### src/design/fcd_cfg.svh
`ifndef FCD_CFG_SVH
`define FCD_CFG_SVH
// What this block does
// [RULE_01] multi-cycle commands open with AA, 55 unlocks; the bypass program and bypass exit here send none
// [RULE_02] all cycles are writes except data reads
// [RULE_03] address latched at later falling strobe edge
// [RULE_04] data latched at first rising strobe edge
// [RULE_05] array read is one plain read cycle
// [RULE_06] F0 returns device to read mode
// [RULE_07] identification: AA, 55, 90, then a read
// [RULE_08] ident reads hold top address bit zero
// [RULE_09] protect verify: top bit picks sector half
// [RULE_10] protect read at x02 gives 00/01
// [RULE_11] lock read at x06 gives 85/05
// [RULE_12] AA,55,88 enters secure region; 90,00 leaves
// [RULE_13] byte program: AA, 55, A0, address/data
// [RULE_14] AA,55,20 bypass; then A0 plus address/data
// [RULE_15] bypass program only after bypass entry
// [RULE_16] bypass exit: 90 then 00
// [RULE_17] erase: AA,55,80,AA,55, then 10 or 30
// [RULE_18] sector taken from address bits 21..16
// [RULE_19] B0 suspends only during sector erase
// [RULE_20] 30 resumes only while suspended
// [RULE_21] suspended: reads, programs, identification allowed
// [RULE_22] 98 enters query from read or ident
// [RULE_23] unmatched value abandons partial sequence
`define FCD_D_UNLOCK1   8'haa
`define FCD_D_UNLOCK2   8'h55
`define FCD_D_RESET     8'hf0
`define FCD_D_IDENT     8'h90
`define FCD_D_SECURE    8'h88
`define FCD_D_PROGRAM   8'ha0
`define FCD_D_BYPASS    8'h20
`define FCD_D_ERASE     8'h80
`define FCD_D_CHIP      8'h10
`define FCD_D_SECTOR    8'h30
`define FCD_D_SUSPEND   8'hb0
`define FCD_D_RESUME    8'h30
`define FCD_D_QUERY     8'h98
`define FCD_D_EXIT      8'h00
`define FCD_A_MAKER     8'h00
`define FCD_A_DEVICE    8'h01
`define FCD_A_PROTECT   8'h02
`define FCD_A_LOCK      8'h06
`define FCD_TOP_BIT     21
`define FCD_SEC_HI      21
`define FCD_SEC_LO      16
`define FCD_SETUP_NS    100
`define FCD_PULSE_NS    200
`define FCD_CLK_NS      100
`define FCD_SETUP_CYC   ((`FCD_SETUP_NS + `FCD_CLK_NS - 1) / `FCD_CLK_NS)
`define FCD_PULSE_CYC   ((`FCD_PULSE_NS + `FCD_CLK_NS - 1) / `FCD_CLK_NS)
`endif

### src/design/fcd_pkg.sv
package fcd_pkg;
    typedef enum logic [3:0] {
        FCD_OP_READ     = 4'h0,
        FCD_OP_RESET    = 4'h1,
        FCD_OP_IDENT    = 4'h2,
        FCD_OP_SEC_IN   = 4'h3,
        FCD_OP_SEC_OUT  = 4'h4,
        FCD_OP_PROGRAM  = 4'h5,
        FCD_OP_BYP_IN   = 4'h6,
        FCD_OP_BYP_PROG = 4'h7,
        FCD_OP_BYP_OUT  = 4'h8,
        FCD_OP_CHIP_ER  = 4'h9,
        FCD_OP_SECT_ER  = 4'ha,
        FCD_OP_SUSPEND  = 4'hb,
        FCD_OP_RESUME   = 4'hc,
        FCD_OP_QUERY    = 4'hd
    } fcd_op_e;
    typedef struct packed {
        fcd_op_e     op;
        logic [21:0] addr;
        logic [7:0]  data;
    } fcd_req_s;
    typedef struct packed {
        logic       ok;
        logic       refused;
        logic [7:0] data;
    } fcd_rsp_s;
    typedef struct packed {
        logic        write;
        logic [21:0] addr;
        logic [7:0]  data;
    } fcd_cyc_s;
endpackage

### src/design/fcd_bus_cycle.sv
`timescale 1ns/100ps
`include "fcd_cfg.svh"
// one bus cycle on the flash pins: setup, strobe low, strobe high
module fcd_bus_cycle (
    input  wire logic              sys_clk_i,
    input  wire logic              rst_n_i,
    input  wire logic              start_i,
    input  wire fcd_pkg::fcd_cyc_s cyc_i,
    input  wire logic [7:0]        dq_sync_i,
    output logic                   done_o,
    output logic [7:0]             rdata_o,
    output logic                   cs_n_o,
    output logic                   we_n_o,
    output logic                   oe_n_o,
    output logic [21:0]            addr_o,
    output logic [7:0]             dq_o,
    output logic                   dq_oe_o
);
    import fcd_pkg::*;
    typedef enum logic [1:0] {
        FCD_BC_IDLE  = 2'b00,
        FCD_BC_SETUP = 2'b01,
        FCD_BC_PULSE = 2'b10,
        FCD_BC_END   = 2'b11
    } fcd_bc_e;
    fcd_bc_e    state;
    logic [3:0] cnt;
    logic       wr;

    always_ff @(posedge sys_clk_i) begin
        if (!rst_n_i) begin
            state   <= FCD_BC_IDLE;
            cnt     <= 4'h0;
            wr      <= 1'b0;
            done_o  <= 1'b0;
            rdata_o <= 8'h00;
            cs_n_o  <= 1'b1;
            we_n_o  <= 1'b1;
            oe_n_o  <= 1'b1;
            addr_o  <= 22'h000000;
            dq_o    <= 8'h00;
            dq_oe_o <= 1'b0;
        end else begin
            done_o <= 1'b0;
            case (state)
                FCD_BC_IDLE: begin
                    if (start_i) begin
                        wr      <= cyc_i.write;
                        addr_o  <= cyc_i.addr;
                        dq_o    <= cyc_i.data;
                        dq_oe_o <= cyc_i.write; // [RULE_02]
                        cs_n_o  <= 1'b0;
                        cnt     <= 4'(`FCD_SETUP_CYC);
                        state   <= FCD_BC_SETUP;
                    end
                end
                FCD_BC_SETUP: begin
                    if (cnt == 4'h1) begin
                        // strobe falls after select: address taken here
                        we_n_o <= ~wr; // [RULE_03]
                        oe_n_o <= wr;
                        cnt    <= 4'(`FCD_PULSE_CYC);
                        state  <= FCD_BC_PULSE;
                    end else begin
                        cnt <= cnt - 4'h1;
                    end
                end
                FCD_BC_PULSE: begin
                    if (cnt == 4'h1) begin
                        // strobe rises before select: data taken here
                        we_n_o  <= 1'b1; // [RULE_04]
                        oe_n_o  <= 1'b1;
                        state   <= FCD_BC_END;
                    end else begin
                        cnt <= cnt - 4'h1;
                    end
                end
                default: begin
                    cs_n_o  <= 1'b1;
                    dq_oe_o <= 1'b0;
                    rdata_o <= dq_sync_i;
                    done_o  <= 1'b1;
                    state   <= FCD_BC_IDLE;
                end
            endcase
        end
    end

    a_strobe_order: assert property (@(posedge sys_clk_i) disable iff (!rst_n_i)
        $fell(we_n_o) |-> !cs_n_o && $past(!cs_n_o)) // [RULE_03]
        else $error("write strobe fell without prior select");
    a_data_held: assert property (@(posedge sys_clk_i) disable iff (!rst_n_i)
        $rose(we_n_o) |-> !cs_n_o && dq_oe_o) // [RULE_04]
        else $error("select or data released before strobe rose");
endmodule // fcd_bus_cycle

### src/design/fcd_host.sv
`timescale 1ns/100ps
`include "fcd_cfg.svh"
// host controller: turns one request into the flash's cycle sequence
module fcd_host (
    input  wire logic              sys_clk_i,
    input  wire logic              rst_n_i,
    input  wire logic              req_valid_i,
    input  wire fcd_pkg::fcd_req_s req_i,
    input  wire logic [7:0]        dq_i,
    input  wire logic              timeout_error_flag_i,
    output logic                   req_ready_o,
    output fcd_pkg::fcd_rsp_s      rsp_o,
    output logic                   rsp_valid_o,
    output logic                   bypass_o,
    output logic                   suspended_o,
    output logic                   secure_o,
    output logic                   cs_n_o,
    output logic                   we_n_o,
    output logic                   oe_n_o,
    output logic [21:0]            addr_o,
    output logic [7:0]             dq_o,
    output logic                   dq_oe_o
);
    import fcd_pkg::*;
    typedef enum logic [1:0] {
        FCD_ST_IDLE = 2'b00,
        FCD_ST_RUN  = 2'b01,
        FCD_ST_WAIT = 2'b10
    } fcd_st_e;
    typedef enum logic [1:0] {
        FCD_MD_READ   = 2'b00,
        FCD_MD_IDENT  = 2'b01,
        FCD_MD_QUERY  = 2'b10
    } fcd_md_e;

    fcd_st_e    state;
    fcd_md_e    mode;
    fcd_req_s   cur;
    logic [2:0] idx;
    logic [2:0] len;
    logic       start;
    fcd_cyc_s   cyc;
    logic       done;
    logic [7:0] rdata;
    logic [7:0] dq_meta;
    logic [7:0] dq_sync;
    logic       to_meta;
    logic       to_sync;
    logic       erasing;

    // single write cycle with the given address and data
    function automatic fcd_cyc_s wcyc(input logic [21:0] a, input logic [7:0] d);
        fcd_cyc_s c;
        c.write = 1'b1;
        c.addr  = a;
        c.data  = d;
        return c;
    endfunction

    // number of bus cycles per operation
    function automatic logic [2:0] op_len(input fcd_op_e op);
        case (op)
            FCD_OP_READ, FCD_OP_RESET, FCD_OP_SUSPEND,
            FCD_OP_RESUME, FCD_OP_QUERY:                 op_len = 3'd1;
            FCD_OP_BYP_PROG, FCD_OP_BYP_OUT:             op_len = 3'd2;
            FCD_OP_SEC_IN, FCD_OP_BYP_IN:                op_len = 3'd3;
            FCD_OP_CHIP_ER, FCD_OP_SECT_ER:              op_len = 3'd6;
            default:                                     op_len = 3'd4;
        endcase
    endfunction

    // the pin inputs pass two flip-flops
    always_ff @(posedge sys_clk_i) begin
        if (!rst_n_i) begin
            dq_meta <= 8'h00;
            dq_sync <= 8'h00;
            to_meta <= 1'b0;
            to_sync <= 1'b0;
        end else begin
            dq_meta <= dq_i;
            dq_sync <= dq_meta;
            to_meta <= timeout_error_flag_i;
            to_sync <= to_meta;
        end
    end

    // whether a request is legal in the present mode
    function automatic logic legal(input fcd_op_e op);
        case (op)
            FCD_OP_BYP_PROG, FCD_OP_BYP_OUT: legal = bypass_o; // [RULE_15]
            FCD_OP_SUSPEND:  legal = erasing && !suspended_o;  // [RULE_19]
            FCD_OP_RESUME:   legal = suspended_o;              // [RULE_20]
            FCD_OP_QUERY:    legal = !bypass_o && (mode != FCD_MD_QUERY); // [RULE_22]
            FCD_OP_CHIP_ER, FCD_OP_SECT_ER, FCD_OP_BYP_IN:
                             legal = !bypass_o && !suspended_o; // [RULE_21]
            FCD_OP_RESET:    legal = 1'b1;
            default:         legal = !bypass_o;
        endcase
    endfunction

    // cycle idx of the current request
    always_comb begin
        cyc = wcyc(22'h000000, `FCD_D_UNLOCK1); // [RULE_01]
        if (cur.op == FCD_OP_READ) begin
            cyc.write = 1'b0; // [RULE_05]
            cyc.addr  = cur.addr;
        end else if (cur.op == FCD_OP_RESET) begin
            cyc.data = `FCD_D_RESET; // [RULE_06]
        end else if (cur.op == FCD_OP_SUSPEND) begin
            cyc.data = `FCD_D_SUSPEND;
        end else if (cur.op == FCD_OP_RESUME) begin
            cyc.data = `FCD_D_RESUME;
        end else if (cur.op == FCD_OP_QUERY) begin
            cyc.data = `FCD_D_QUERY;
        end else if (cur.op == FCD_OP_BYP_PROG) begin
            if (idx == 3'd0) cyc.data = `FCD_D_PROGRAM; // [RULE_14]
            else cyc = wcyc(cur.addr, cur.data);
        end else if (cur.op == FCD_OP_BYP_OUT) begin
            cyc.data = (idx == 3'd0) ? `FCD_D_IDENT : `FCD_D_EXIT; // [RULE_16]
        end else if (idx == 3'd1 || idx == 3'd4) begin
            cyc.data = `FCD_D_UNLOCK2; // [RULE_01]
        end else if (idx == 3'd2) begin
            // top bit kept for identification and protect verify
            cyc.addr[`FCD_TOP_BIT] = cur.addr[`FCD_TOP_BIT]; // [RULE_08] [RULE_09]
            case (cur.op)
                FCD_OP_SEC_IN:  cyc.data = `FCD_D_SECURE;  // [RULE_12]
                FCD_OP_PROGRAM: cyc.data = `FCD_D_PROGRAM; // [RULE_13]
                FCD_OP_BYP_IN:  cyc.data = `FCD_D_BYPASS;  // [RULE_14]
                FCD_OP_CHIP_ER, FCD_OP_SECT_ER: cyc.data = `FCD_D_ERASE; // [RULE_17]
                default:        cyc.data = `FCD_D_IDENT;   // [RULE_07]
            endcase
        end else if (idx == 3'd3) begin
            if (cur.op == FCD_OP_IDENT) begin
                cyc.write = 1'b0; // [RULE_07]
                cyc.addr  = cur.addr;
            end else if (cur.op == FCD_OP_SEC_OUT) begin
                cyc.data = `FCD_D_EXIT; // [RULE_12]
            end else if (cur.op == FCD_OP_PROGRAM) begin
                cyc = wcyc(cur.addr, cur.data); // [RULE_13]
            end
        end else if (idx == 3'd5) begin
            if (cur.op == FCD_OP_SECT_ER) begin
                cyc.addr[`FCD_SEC_HI:`FCD_SEC_LO] = cur.addr[`FCD_SEC_HI:`FCD_SEC_LO]; // [RULE_18]
                cyc.data = `FCD_D_SECTOR;
            end else begin
                cyc.data = `FCD_D_CHIP; // [RULE_17]
            end
        end
    end

    fcd_bus_cycle u_cycle (
        .sys_clk_i (sys_clk_i),
        .rst_n_i   (rst_n_i),
        .start_i   (start),
        .cyc_i     (cyc),
        .dq_sync_i (dq_sync),
        .done_o    (done),
        .rdata_o   (rdata),
        .cs_n_o    (cs_n_o),
        .we_n_o    (we_n_o),
        .oe_n_o    (oe_n_o),
        .addr_o    (addr_o),
        .dq_o      (dq_o),
        .dq_oe_o   (dq_oe_o)
    );

    // sequencer
    always_ff @(posedge sys_clk_i) begin
        if (!rst_n_i) begin
            state       <= FCD_ST_IDLE;
            cur         <= '0;
            idx         <= 3'd0;
            len         <= 3'd1;
            start       <= 1'b0;
            req_ready_o <= 1'b0;
            rsp_valid_o <= 1'b0;
            rsp_o       <= '0;
        end else begin
            start       <= 1'b0;
            rsp_valid_o <= 1'b0;
            case (state)
                FCD_ST_IDLE: begin
                    req_ready_o <= 1'b1;
                    if (req_valid_i && req_ready_o) begin
                        req_ready_o <= 1'b0;
                        if (legal(req_i.op)) begin
                            cur   <= req_i;
                            idx   <= 3'd0;
                            len   <= op_len(req_i.op);
                            start <= 1'b1;
                            state <= FCD_ST_RUN;
                        end else begin
                            // refused before any cycle: nothing partial on the pins
                            rsp_o       <= '{ok: 1'b0, refused: 1'b1, data: 8'h00}; // [RULE_23]
                            rsp_valid_o <= 1'b1;
                        end
                    end
                end
                FCD_ST_RUN: begin
                    state <= FCD_ST_WAIT;
                end
                default: begin
                    if (done) begin
                        if (idx + 3'd1 == len) begin
                            rsp_o       <= '{ok: 1'b1, refused: 1'b0, data: rdata};
                            rsp_valid_o <= 1'b1;
                            state       <= FCD_ST_IDLE;
                        end else begin
                            idx   <= idx + 3'd1;
                            start <= 1'b1;
                            state <= FCD_ST_RUN;
                        end
                    end
                end
            endcase
        end
    end

    // mode tracking of the device outside
    always_ff @(posedge sys_clk_i) begin
        if (!rst_n_i) begin
            mode        <= FCD_MD_READ;
            bypass_o    <= 1'b0;
            suspended_o <= 1'b0;
            secure_o    <= 1'b0;
            erasing     <= 1'b0;
        end else if (done && state == FCD_ST_WAIT && idx + 3'd1 == len) begin
            case (cur.op)
                FCD_OP_RESET: begin
                    mode     <= FCD_MD_READ; // [RULE_06]
                    bypass_o <= 1'b0;
                    suspended_o <= 1'b0;
                    erasing  <= 1'b0;
                end
                FCD_OP_IDENT:   mode     <= FCD_MD_IDENT;
                FCD_OP_QUERY:   mode     <= FCD_MD_QUERY;
                FCD_OP_SEC_IN:  secure_o <= 1'b1; // [RULE_12]
                FCD_OP_SEC_OUT: begin
                    secure_o <= 1'b0;
                    mode     <= FCD_MD_READ;
                end
                FCD_OP_BYP_IN:  bypass_o <= 1'b1; // [RULE_14]
                FCD_OP_BYP_OUT: bypass_o <= 1'b0; // [RULE_16]
                FCD_OP_SECT_ER: erasing  <= 1'b1;
                FCD_OP_SUSPEND: suspended_o <= 1'b1; // [RULE_19]
                FCD_OP_RESUME:  suspended_o <= 1'b0; // [RULE_20]
                default: begin
                end
            endcase
        end else if (to_sync && !suspended_o) begin
            erasing <= 1'b0;
        end
    end

    a_unlock_first: assert property (@(posedge sys_clk_i) disable iff (!rst_n_i)
        (state == FCD_ST_RUN && len > 3'd2 && idx == 3'd0) |-> cyc.data == 8'haa) // [RULE_01]
        else $error("long sequence not opened by first unlock");
    a_unlock_second: assert property (@(posedge sys_clk_i) disable iff (!rst_n_i)
        (state == FCD_ST_RUN && len > 3'd2 && idx == 3'd1) |-> cyc.data == 8'h55) // [RULE_01]
        else $error("second unlock value wrong");
    a_bypass_gate: assert property (@(posedge sys_clk_i) disable iff (!rst_n_i)
        (state == FCD_ST_RUN && cur.op == FCD_OP_BYP_PROG) |-> bypass_o) // [RULE_15]
        else $error("bypass program outside bypass mode");
    a_suspend_gate: assert property (@(posedge sys_clk_i) disable iff (!rst_n_i)
        (state == FCD_ST_RUN && cur.op == FCD_OP_RESUME) |-> suspended_o) // [RULE_20]
        else $error("resume issued while not suspended");
    a_refuse_quiet: assert property (@(posedge sys_clk_i) disable iff (!rst_n_i)
        (rsp_valid_o && rsp_o.refused) |-> cs_n_o && $past(cs_n_o, 2)) // [RULE_23]
        else $error("refused request touched the pins");
    a_ident_read: assert property (@(posedge sys_clk_i) disable iff (!rst_n_i)
        (state == FCD_ST_RUN && cur.op == FCD_OP_IDENT && idx == 3'd3) |-> !cyc.write) // [RULE_07]
        else $error("identification fourth cycle not a read");
    a_reset_mode: assert property (@(posedge sys_clk_i) disable iff (!rst_n_i)
        (done && state == FCD_ST_WAIT && cur.op == FCD_OP_RESET) |=> !bypass_o) // [RULE_06]
        else $error("reset left bypass mode set");
    a_sector_addr: assert property (@(posedge sys_clk_i) disable iff (!rst_n_i)
        (state == FCD_ST_RUN && cur.op == FCD_OP_SECT_ER && idx == 3'd5)
        |-> cyc.addr[21:16] == cur.addr[21:16] && cyc.data == 8'h30) // [RULE_18]
        else $error("sector erase final cycle wrong");
endmodule // fcd_host

### config.mk
export PLATFORM = sky130hd
export DESIGN_NAME = fcd_host
export DESIGN_NICKNAME = d
export VERILOG_FILES = /design/src/design/fcd_pkg.sv /design/src/design/fcd_bus_cycle.sv /design/src/design/fcd_host.sv
export VERILOG_INCLUDE_DIRS = /design/src /design/src/design
export SDC_FILE = /design/constraint.sdc
export NUM_CORES = 1
export LEC_CHECK = 0
export ABC_AREA = 1
export BUFFER_PORTS_ARGS = -buffer_cell sky130_fd_sc_hd__buf_2
export CAP_MARGIN = 0
export CORE_AREA = 2 2 133 135
export DETAILED_ROUTE_END_ITERATION = 6
export DIE_AREA = 0 0 135 137
export GPL_TIMING_DRIVEN = 0
export HOLD_SLACK_MARGIN = 0.12
export PLACE_DENSITY = 0.55
export SLEW_MARGIN = 20
export SYNTH_ARGS = -nofsm -noshare
export SYNTH_HDL_FRONTEND = slang
export SYNTH_SLANG_ARGS = --single-unit
### constraint.sdc
create_clock -name sys_clk_i -period 2.53 [get_ports sys_clk_i]
set_clock_uncertainty 0.2 [all_clocks]
set_input_delay 0.506 -clock sys_clk_i [delete_from_list [all_inputs] [get_ports sys_clk_i]]
set_output_delay 0.506 -clock sys_clk_i [all_outputs]
set_load 0.02 [all_outputs]
==> results of run 1 <==
-- worst max-delay path by stage --
| stage | endpoint | slack (ns) | cells after the start |
|---|---|---|---|
| global route | u_cycle.dq_o[2]$_SDFFE_PN0P_ | 0.04 | 7 |
| global placement | cur[32]$_SDFFE_PN0P_ | 0.15 | 12 |
| finish | u_cycle.addr_o[10]$_SDFFE_PN0P_ | 0.21 | 13 |
| floorplan | erasing$_SDFFE_PN0P_ | 0.46 | 9 |
| detailed placement | mode[0]$_SDFFE_PN0P_ | 0.15 | 10 |
| CTS | mode[0]$_SDFFE_PN0P_ | 0.12 | 10 |
-- registers in the layout, summed over array words and instances (netlist names), 3 cells and up --
name / cells
u_cycle.cnt: 4
idx: 3
u_cycle.dq_o: 8
u_cycle.addr_o: 22
u_cycle.rdata_o: 8
dq_sync: 8
len: 3
rsp_o: 10
cur: 34
dq_meta: 8
-- worst max-delay path: stages, from the launching register on --
cell and delay, ns:
dfxtp_1 0.42, inv_1 0.11, ha_1 0.21, inv_1 0.06
nand2_1 0.05, o21ai_1 0.24, and2_4 0.25, nand2_2 0.06
o21ai_2 0.12, nand2_2 0.07, nand2_4 0.12, buf_12 0.16
nand3_2 0.07, a21oi_2 0.11
-- final cells by class --
cell class                 count  area (µm²)  area share
clock buffer                  21         460      0.0631
multi-input combinational    546        2750       0.377
inverter                      86         332      0.0454
clock inverter                 9         133      0.0182
sequential                   129        2580       0.354
timing repair buffer         103         568      0.0778
buffer                        33         191      0.0262
tap                          225         282      0.0386
-- per-stage QoR --
| step | area, µm² | total power, mW |
|---|---|---|
| after floorplan | 5850 | 3.00 |
| after global placement | 6590 | 3.29 |
| after detailed placement | 6590 | 3.29 |
| after CTS | 7290 | 5.80 |
| after global routing | 7300 | 6.05 |
| final | 7300 | 5.76 |
-- kinds of logic after synthesis --
family          Yosys count
mux                       1
simple gates            356
xor+xnor                  3
compound gates          169
flops                   129
fa+ha+maj                17
buf+inv                 119
-- cells in the mapped netlist (2+ instances only) --
master	instances
nand4_1	4
nor3_1	6
nor2_4	2
a21oi_1	72
nand3_2	11
a211oi_1	3
a21oi_2	10
nor2_1	115
dfxtp_1	129
buf_6	3
inv_1	76
o21ai_1	4
nand2_4	3
clkbuf_1	19
xnor2_1	3
inv_2	7
ha_1	17
nand2_1	150
nor2_2	4
inv_4	2
buf_4	7
nand2_2	7
nand3_1	49
o21ai_0	71
-- timing repair --
item                                    in CTS  in global routing
gates resized for setup                      0                  2
endpoints found under the setup margin       0                  5
setup buffers                                0                  1
hold endpoints to repair                    10                  0
hold buffers                                10                  0
-- layer usage --
metal | vias up | routed length [µm] | GRT usage
met5 | - | 0 | 0
met3 | 21 | 807 | 0.0507
met2 | 113 | 7460 | 0.293
met1 | 2385 | 7570 | 0.231
met4 | 0 | 242 | 0.0579
li1 | 2811 | - | -
-- where the power goes --
group	switching, mW	internal [mW]
sequential	0.0873	2.18
combinational	0.665	0.345
clock	0.895	1.59
total	1.65	4.11
==> out/summary.txt, run 1 <==
Chip Width - 135 µm
Post-Syn Instances - 794
R2R Setup Slk - 0.21 ns
initial antenna violation count - 0
row cnt - 48
GRT overflow - 0
Lkg Pwr - 3.28 nW
Synth cell types - 44
Detail Route Antenna Nets - 0
WL/cell - 14.0 µm
Pre-Repair DR Iteration Count - 4
reg2reg path depth - 13
HP Start - req_i[9]
area grow syn2layout - 24.8%
I/O Pins - 95
Total Routing Usage GR - 0.180
Final #Nets - 979
post-layout min period - 2.32 ns
setup ws final - 0.205 ns
Worst Setup SP - idx[0]$_SDFFE_PN0P_
mapped cell area - 5850 µm²
Synth Register Bits - 129
number of global-route vias before repair - 4971
Hold Path Sink - cur[9]$_SDFFE_PN0P_
Synthesis Warnings - 0
Worst setup EP type - flip-flop
cell accounting for the most synthesized area - dfxtp_1
final wirelength - 16.1 mm
TritonCTS clock tree - done
H-tree levels - 4
Worst R2R End - u_cycle.addr_o[10]$_SDFFE_PN0P_
Post-Synth Simple-Gate Area - 0.268
startpoint types - flip-flop
die height - 137 µm
Final Max Slew Viols - 0
Worst Hold Class - in2reg
Starting Density - 0.343
final hold violation count - 0
period utilisation layout - 0.919
critical-path maximum fanout - 10
commonest non-fill, non-tap cell in the layout - nand2_1
FF-to-FF Start - idx[0]$_SDFFE_PN0P_
port bufs - 92
core box area - 17100 µm²
overall die area - 18500 µm²
Clock Tree Buf Depth - 2
Seq/Total Area, Yosys - 0.441
max-cap violation count - 0
XOR/XNOR Fraction of Synth Area - 0.00449
largest family of logic cells by synthesized area - simple AND/OR/NAND/NOR gates
RSZ-0062 raised after global routing - no
Worst-Skew Late Latency - 0.42 ns
Synth async-reset ratio - 0
Crit path required time - 2.68 ns
fin util - 0.428
hold_ws - 0.145 ns
TritonCTS buffer count - 17
final cell count without fillers - 1152
post-synthesis adder-cell area fraction - 0.0363
clk slew on worst S/H paths - 0.06 ns
Cells after DPL - 1111
gpl congestion - 0.901
TNS Setup - 0 ns
dpl hpwl - 11.9 mm
largest net degree at the start of global routing - 17
Rel. slew slack - 0.515
Cells on Worst Hold Path - 3
Worst Tran Pin Value - 0.727 ns
share of cells above drive strength 1 - 0.203
Worst VDD drop - 0.000513 V
CTS Root Cell - clkbuf_16
syn nets - 857
total number of vias - 5330
Crit Path Class - reg2reg
Avg Vias per Cell - 4.63
global-route wire length before repair - 25.5 mm
top cells by area, synth - dfxtp_1, nand2_1, nor2_1
Power Dens Cells - 789 nW/µm²
clk sinks - 129
top cell type's share of synthesized area - 0.441
fmax - 430 MHz
Most used DFF post-synth - dfxtp_1
# DRC - 0
worst slack at placement - 0.148 ns
Critical Path AT - 2.48 ns
Post-synth EDFFs - 0
syn_area_per_cell - 7.37 µm²
status - completed
Starting DRT DRC Count - 281
Synth Area in Compound Gates - 0.159
post-synthesis mux area share - 0.00171
Final setup viols - 0
FILL cells - 1828
diode count - 0
commonest non-fill, non-tap cells in the layout - nand2_1, dfxtp_1, nor2_1
Note: power is estimated with default switching activity, not from simulation.
==> run 2: changes to the inputs <==
Settings changed: CORE_AREA 2 2 133 135 to 2 2 106 108, DIE_AREA 0 0 135 137 to 0 0 108 110, PLACE_DENSITY 0.55 to 0.8, RECOVER_POWER from default to 25.
==> run 2 against run 1 <==
Against the previous run:
- die area down 36%
- sequential share of layout area shrank 0.69 points
- worst setup slack worse by 0.084 ns
- global-route usage is 10 points higher
- critical path depth down 6
- clock power fell by 4%
- non-clock buffer count increased by 29
- worst hold slack gained 0.022 ns
- utilization grew 27 points
- cell area is 2.0% higher
- register-to-register slack got worse by 0.08 ns
- first-iteration DRC count is 13% higher
==> out/summary.txt, run 2 (same netlist as run 1, synthesis figures left out) <==
Worst VDD drop - 0.000610 V (was 0.000513 V)
Avg Vias per Cell - 5.24 (was 4.63)
RSZ-0062 raised after global routing - no (unchanged)
area grow syn2layout - 27.2% (was 24.8%)
period utilisation layout - 0.952 (was 0.919)
# DRC - 0 (unchanged)
Final setup viols - 0 (unchanged)
Clock Tree Buf Depth - 2 (unchanged)
CP Cell Sequence - inv_1 > ha_1 > nand2_1 > clkbuf_1 > clkbuf_1 > nand2_1 > a21oi_2 (was inv_1 > ha_1 > inv_1 > nand2_1 > o21ai_1 > and2_4 > nand2_2 > o21ai_2 > nand2_2 > nand2_4 > buf_12 > nand3_2 > a21oi_2)
TNS Setup - 0 ns (unchanged)
WL/cell - 14.9 µm (was 14.0 µm)
Detail Route Antenna Nets - 0 (unchanged)
Worst Hold Class - in2reg (unchanged)
Starting DRT DRC Count - 317 (was 281)
Reg with most FFs - cur (unchanged)
core box area - 10700 µm² (was 17100 µm²)
H-tree levels - 4 (unchanged)
Starting Density - 0.547 (was 0.343)
final wirelength - 16.4 mm (was 16.1 mm)
gpl congestion - 0.948 (was 0.901)
share of cells above drive strength 1 - 0.175 (was 0.203)
Hold Path Sink - u_cycle.state[0]$_SDFFE_PN0P_ (was cur[9]$_SDFFE_PN0P_)
initial antenna violation count - 0 (unchanged)
Chip Width - 108 µm (was 135 µm)
Crit Path Class - reg2reg (unchanged)
Cells on Worst Hold Path - 3 (unchanged)
commonest non-fill, non-tap cell in the layout - nand2_1 (unchanged)
delay-heaviest family, CP - buffers and inverters (was simple AND/OR/NAND/NOR gates)
diode count - 0 (unchanged)
clk sinks - 129 (unchanged)
TritonCTS buffer count - 17 (unchanged)
Largest regs - cur (34), u_cycle.addr_o (22), rsp_o (10) (unchanged)
Final Max Slew Viols - 0 (unchanged)
CP Buf/Inv Count - 3 (unchanged)
fmax - 415 MHz (was 430 MHz)
overall die area - 11900 µm² (was 18500 µm²)
max FFs per register - 34 (unchanged)
HP Start - rst_n_i (was req_i[9])
Crit path required time - 2.78 ns (was 2.68 ns)
Worst Tran Pin Value - 0.681 ns (was 0.727 ns)
Pre-Repair DR Iteration Count - 5 (was 4)
reg2reg path depth - 7 (was 13)
final hold violation count - 0 (unchanged)
Worst setup EP type - flip-flop (unchanged)
Final #Nets - 1008 (was 979)
Worst-Skew Late Latency - 0.52 ns (was 0.42 ns)
total number of vias - 5754 (was 5330)
commonest non-fill, non-tap cells in the layout - nand2_1, dfxtp_1, nor2_1 (unchanged)
GRT overflow - 0 (unchanged)
row cnt - 38 (was 48)
TritonCTS clock tree - done (unchanged)
global-route wire length before repair - 26.1 mm (was 25.5 mm)
startpoint types - flip-flop (unchanged)
Worst R2R End - u_cycle.addr_o[10]$_SDFFE_PN0P_ (unchanged)
CTS Root Cell - clkbuf_8 (was clkbuf_16)
port bufs - 92 (unchanged)
dpl hpwl - 10.9 mm (was 11.9 mm)
max-cap violation count - 0 (unchanged)
hold_ws - 0.167 ns (was 0.145 ns)
CP peak stage delay - 0.48 ns (was 0.42 ns)
I/O Pins - 95 (unchanged)
Rel. slew slack - 0.546 (was 0.515)
largest net degree at the start of global routing - 17 (unchanged)
critical-path maximum fanout - 10 (unchanged)
Power Dens Cells - 767 nW/µm² (was 789 nW/µm²)
post-layout min period - 2.41 ns (was 2.32 ns)
status - completed (unchanged)
R2R Setup Slk - 0.12 ns (was 0.21 ns)
die height - 110 µm (was 137 µm)
number of global-route vias before repair - 5483 (was 4971)
Total Routing Usage GR - 0.282 (was 0.180)
Lkg Pwr - 3.31 nW (was 3.28 nW)
Critical Path AT - 2.66 ns (was 2.48 ns)
Worst path slowest cell - clkbuf_1 (was dfxtp_1)
FF-to-FF Start - u_cycle.state[0]$_SDFFE_PN0P_ (was idx[0]$_SDFFE_PN0P_)
clk slew on worst S/H paths - 0.07 ns (was 0.06 ns)
-- run 2: cell types whose count changed in the layout (fill, tap and decap cells not counted), moves of 2 or more --
| cell | change |
|---|---|
| clkinv_4 | +2 |
| dlygate4sd3_1 | +28 |
| buf_2 | -22 |
| clkbuf_1 | +22 |
-- run 2: final cells by class --
type	count	area, µm²
fill	858	3250
multi-input combinational	546	2760
sequential	129	2580
timing repair buffer	132	828
clock buffer	21	449
inverter	86	332
buffer	33	191
tap	140	175
clock inverter	11	129
-- run 2: metrics by stage --
stage               cells   util  instance area [µm²]  worst slack [ns]  power [mW]
finish               1098  0.696                 7450             0.121        5.71
global route         1098  0.696                 7450            0.0128        5.94
global placement     1026  0.606                 6490            0.0396        3.25
detailed placement   1026  0.606                 6490            0.0312        3.27
CTS                  1096  0.696                 7450            0.0295        5.68
floorplan             794      -                 5850             0.459        3.00
-- run 2: worst max path at each step --
stage | from | end | slack [ns] | cells past startpoint
after global routing | u_cycle.state[0]$_SDFFE_PN0P_ | u_cycle.dq_o[2]$_SDFFE_PN0P_ | 0.01 | 7
after global placement | req_i[30] | cur[2]$_SDFFE_PN0P_ | 0.04 | 12
final | u_cycle.state[0]$_SDFFE_PN0P_ | u_cycle.addr_o[10]$_SDFFE_PN0P_ | 0.12 | 7
after detailed placement | req_i[30] | cur[2]$_SDFFE_PN0P_ | 0.03 | 12
after CTS | idx[0]$_SDFFE_PN0P_ | mode[0]$_SDFFE_PN0P_ | 0.03 | 9
after floorplan | idx[0]$_SDFFE_PN0P_ | erasing$_SDFFE_PN0P_ | 0.46 | 9
-- run 2: where the power goes --
group	internal (mW)	switching (mW)
clock network	1.46	0.929
registers	2.18	0.0905
logic	0.373	0.678
total	4.01	1.70
-- run 2: layer usage --
layer  track usage  wire length [µm]  up-vias
met2         0.487              7870      228
met1         0.340              6970     2603
met5             0                 0        -
met4         0.114               518        0
met3        0.0676              1030       53
li1              -                 -     2870
-- run 2: repair_timing --
action | 4_1_cts | 5_1_grt
setup buffers | 0 | 2
hold buffers | 38 | 0
endpoints found under the setup margin | 0 | 6
resized for setup | 0 | 2
hold endpoints to repair | 38 | 0
-- run 2: tightest hold or removal path: cells and delay by family --
family          cells  cell delay (ns)
buf+inv             2             0.26
compound gates      1             0.07
==> run 3: changes to the inputs <==
Clock period 2.53 ns to 2.5 ns, I/O delays scaled along.
==> run 3 against run 2 <==
Against the previous run:
- clock power is essentially flat
- power grew 1.2%
- critical path depth is 6 higher
- worst hold slack worse by 0.0033 ns
- routed wire length increased by 0.35%
- utilization is essentially flat
==> out/summary.txt, run 3 (same netlist as run 1, synthesis figures left out) <==
Starting DRT DRC Count - 363 (was 317)
initial antenna violation count - 0 (unchanged)
gpl congestion - 0.948 (unchanged)
Worst Hold Class - in2reg (unchanged)
overall power - 5.78 mW (was 5.71 mW)
final wirelength - 16.5 mm (was 16.4 mm)
max FFs per register - 34 (unchanged)
# DRC - 0 (unchanged)
TNS Setup - 0 ns (unchanged)
CP Buf/Inv Count - 3 (unchanged)
TritonCTS clock tree - done (unchanged)
Worst path depth - 13 (was 7)
max-cap violation count - 0 (unchanged)
startpoint types - flip-flop (unchanged)
area grow syn2layout - 27.3% (was 27.2%)
die height - 110 µm (unchanged)
RSZ-0062 raised after global routing - no (unchanged)
Crit Path Class - reg2reg (unchanged)
final hold violation count - 0 (unchanged)
Starting Density - 0.547 (unchanged)
reg2reg path depth - 13 (was 7)
commonest non-fill, non-tap cell in the layout - nand2_1 (unchanged)
WL/cell - 15.0 µm (was 14.9 µm)
post-layout min period - 2.34 ns (was 2.41 ns)
Rel. slew slack - 0.537 (was 0.546)
Chip Width - 108 µm (unchanged)
Clock Tree Buf Depth - 2 (unchanged)
TritonCTS buffer count - 17 (unchanged)
Pre-Repair DR Iteration Count - 5 (unchanged)
core box area - 10700 µm² (unchanged)
Worst Tran Pin Value - 0.695 ns (was 0.681 ns)
CP peak stage delay - 0.41 ns (was 0.48 ns)
dpl hpwl - 10.9 mm (unchanged)
delay-heaviest family, CP - simple AND/OR/NAND/NOR gates (was buffers and inverters)
overall die area - 11900 µm² (unchanged)
I/O Pins - 95 (unchanged)
global-route wire length before repair - 26.1 mm (about the same)
clk sinks - 129 (unchanged)
Lkg Pwr - 3.32 nW (was 3.31 nW)
Cells after DPL - 1026 (unchanged)
Largest regs - cur (34), u_cycle.addr_o (22), rsp_o (10) (unchanged)
CP Cell Sequence - inv_1 > ha_1 > inv_1 > nand2_1 > o21ai_1 > and2_4 > nand2_2 > o21ai_2 > nand2_2 > nand2_4 > buf_12 > nand3_2 > a21oi_2 (was inv_1 > ha_1 > nand2_1 > clkbuf_1 > clkbuf_1 > nand2_1 > a21oi_2)
Power Dens Cells - 776 nW/µm² (was 767 nW/µm²)
Detail Route Antenna Nets - 0 (unchanged)
row cnt - 38 (unchanged)
clk slew on worst S/H paths - 0.07 ns (about the same)
register area - 2580 µm² (unchanged)
Avg Vias per Cell - 5.26 (was 5.24)
Worst setup EP type - flip-flop (unchanged)
Final Max Slew Viols - 0 (unchanged)
Final #Nets - 1008 (unchanged)
largest net degree at the start of global routing - 17 (unchanged)
CTS Root Cell - clkbuf_8 (unchanged)
Final setup viols - 0 (unchanged)
Worst VDD drop - 0.000617 V (was 0.000610 V)
status - completed (unchanged)
critical-path maximum fanout - 10 (unchanged)
Worst Setup SP - idx[0]$_SDFFE_PN0P_ (was u_cycle.state[0]$_SDFFE_PN0P_)
number of global-route vias before repair - 5488 (was 5483)
commonest non-fill, non-tap cells in the layout - nand2_1, dfxtp_1, nor2_1 (unchanged)
fmax - 428 MHz (was 415 MHz)
H-tree levels - 4 (unchanged)
port bufs - 92 (unchanged)
Worst-Skew Late Latency - 0.52 ns (about the same)
FF-to-FF Start - idx[0]$_SDFFE_PN0P_ (was u_cycle.state[0]$_SDFFE_PN0P_)
Crit path required time - 2.74 ns (was 2.78 ns)
GRT overflow - 0 (unchanged)
Total Routing Usage GR - 0.283 (was 0.282)
share of cells above drive strength 1 - 0.177 (was 0.175)
FILL cells - 856 (was 858)
period utilisation layout - 0.935 (was 0.952)
Critical Path AT - 2.58 ns (was 2.66 ns)
final cell count without fillers - 1098 (unchanged)
Worst R2R End - u_cycle.addr_o[15]$_SDFFE_PN0P_ (was u_cycle.addr_o[10]$_SDFFE_PN0P_)
diode count - 0 (unchanged)
CP Capture Point - u_cycle.addr_o[15]$_SDFFE_PN0P_ (was u_cycle.addr_o[10]$_SDFFE_PN0P_)
R2R Setup Slk - 0.16 ns (was 0.12 ns)
total number of vias - 5778 (was 5754)
area of the multi-input gates - 2760 µm² (unchanged)
Reg with most FFs - cur (unchanged)
Worst path slowest cell - dfxtp_1 (was clkbuf_1)
==> run 3: timing repair <==
action / 4_1_cts / 5_1_grt
setup buffers: 0 / 2
gates cloned: 0 / 0
resized for setup: 1 / 5
hold buffers: 38 / 0
hold endpoints to repair: 38 / 0
endpoints found under the setup margin: 1 / 8
==> run 3: metrics by stage <==
stage	instance area (µm²)	setup slack [ns]	util	hold slack, ns
after global placement	6490	0.0156	0.606	0.193
after floorplan	5850	0.429	-	0.190
after global routing	7450	0.000630	0.696	0.167
after detailed placement	6490	0.00718	0.606	0.195
after CTS	7450	0.0392	0.697	0.134
final	7450	0.162	0.696	0.164
==> run 3: per-layer routing <==
metal  vias up  global-route usage  wire length [µm]
met5         -                   0                 0
li1       2873                   -                 -
met2       222               0.487              7980
met3        48              0.0676              1040
met4         0               0.114               482
met1      2635               0.341              6950
==> run 3: how the worst min path moves through the flow <==
stage / from / endpoint / slack [ns] / depth (start not counted)
2_1_floorplan: dq_meta[0]$_SDFF_PN0_ / dq_sync[0]$_SDFF_PN0_ / 0.19 / 2
6_report: rst_n_i / u_cycle.state[0]$_SDFFE_PN0P_ / 0.16 / 3
3_3_place_gp: dq_meta[6]$_SDFF_PN0_ / dq_sync[6]$_SDFF_PN0_ / 0.19 / 2
5_1_grt: rst_n_i / u_cycle.state[0]$_SDFFE_PN0P_ / 0.17 / 3
4_1_cts: req_i[2] / cur[2]$_SDFFE_PN0P_ / 0.13 / 3
3_5_place_dp: dq_meta[2]$_SDFF_PN0_ / dq_sync[2]$_SDFF_PN0_ / 0.20 / 2
==> run 3: final cells by class <==
type / count / area share
sequential: 129 / 0.347
clock buffer: 21 / 0.0603
timing repair buffer: 132 / 0.111
buffer: 33 / 0.0260
inverter: 86 / 0.0445
clock inverter: 11 / 0.0173
multi-input combinational: 546 / 0.370
tap: 140 / 0.0235
==> run 3: tightest hold or removal path, delay by kind of cell <==
kind	cells	cell delay (ns)
AOI/OAI and AO/OA	1	0.07
buffers and inverters	2	0.26
==> run 3: power breakdown <==
| part | leakage [nW] | switching [mW] | internal, mW | total, mW |
|---|---|---|---|---|
| clock | 0.279 | 0.940 | 1.48 | 2.42 |
| combinational | 1.99 | 0.685 | 0.378 | 1.06 |
| sequential | 1.05 | 0.0918 | 2.20 | 2.30 |
| total | 3.32 | 1.72 | 4.06 | 5.78 |
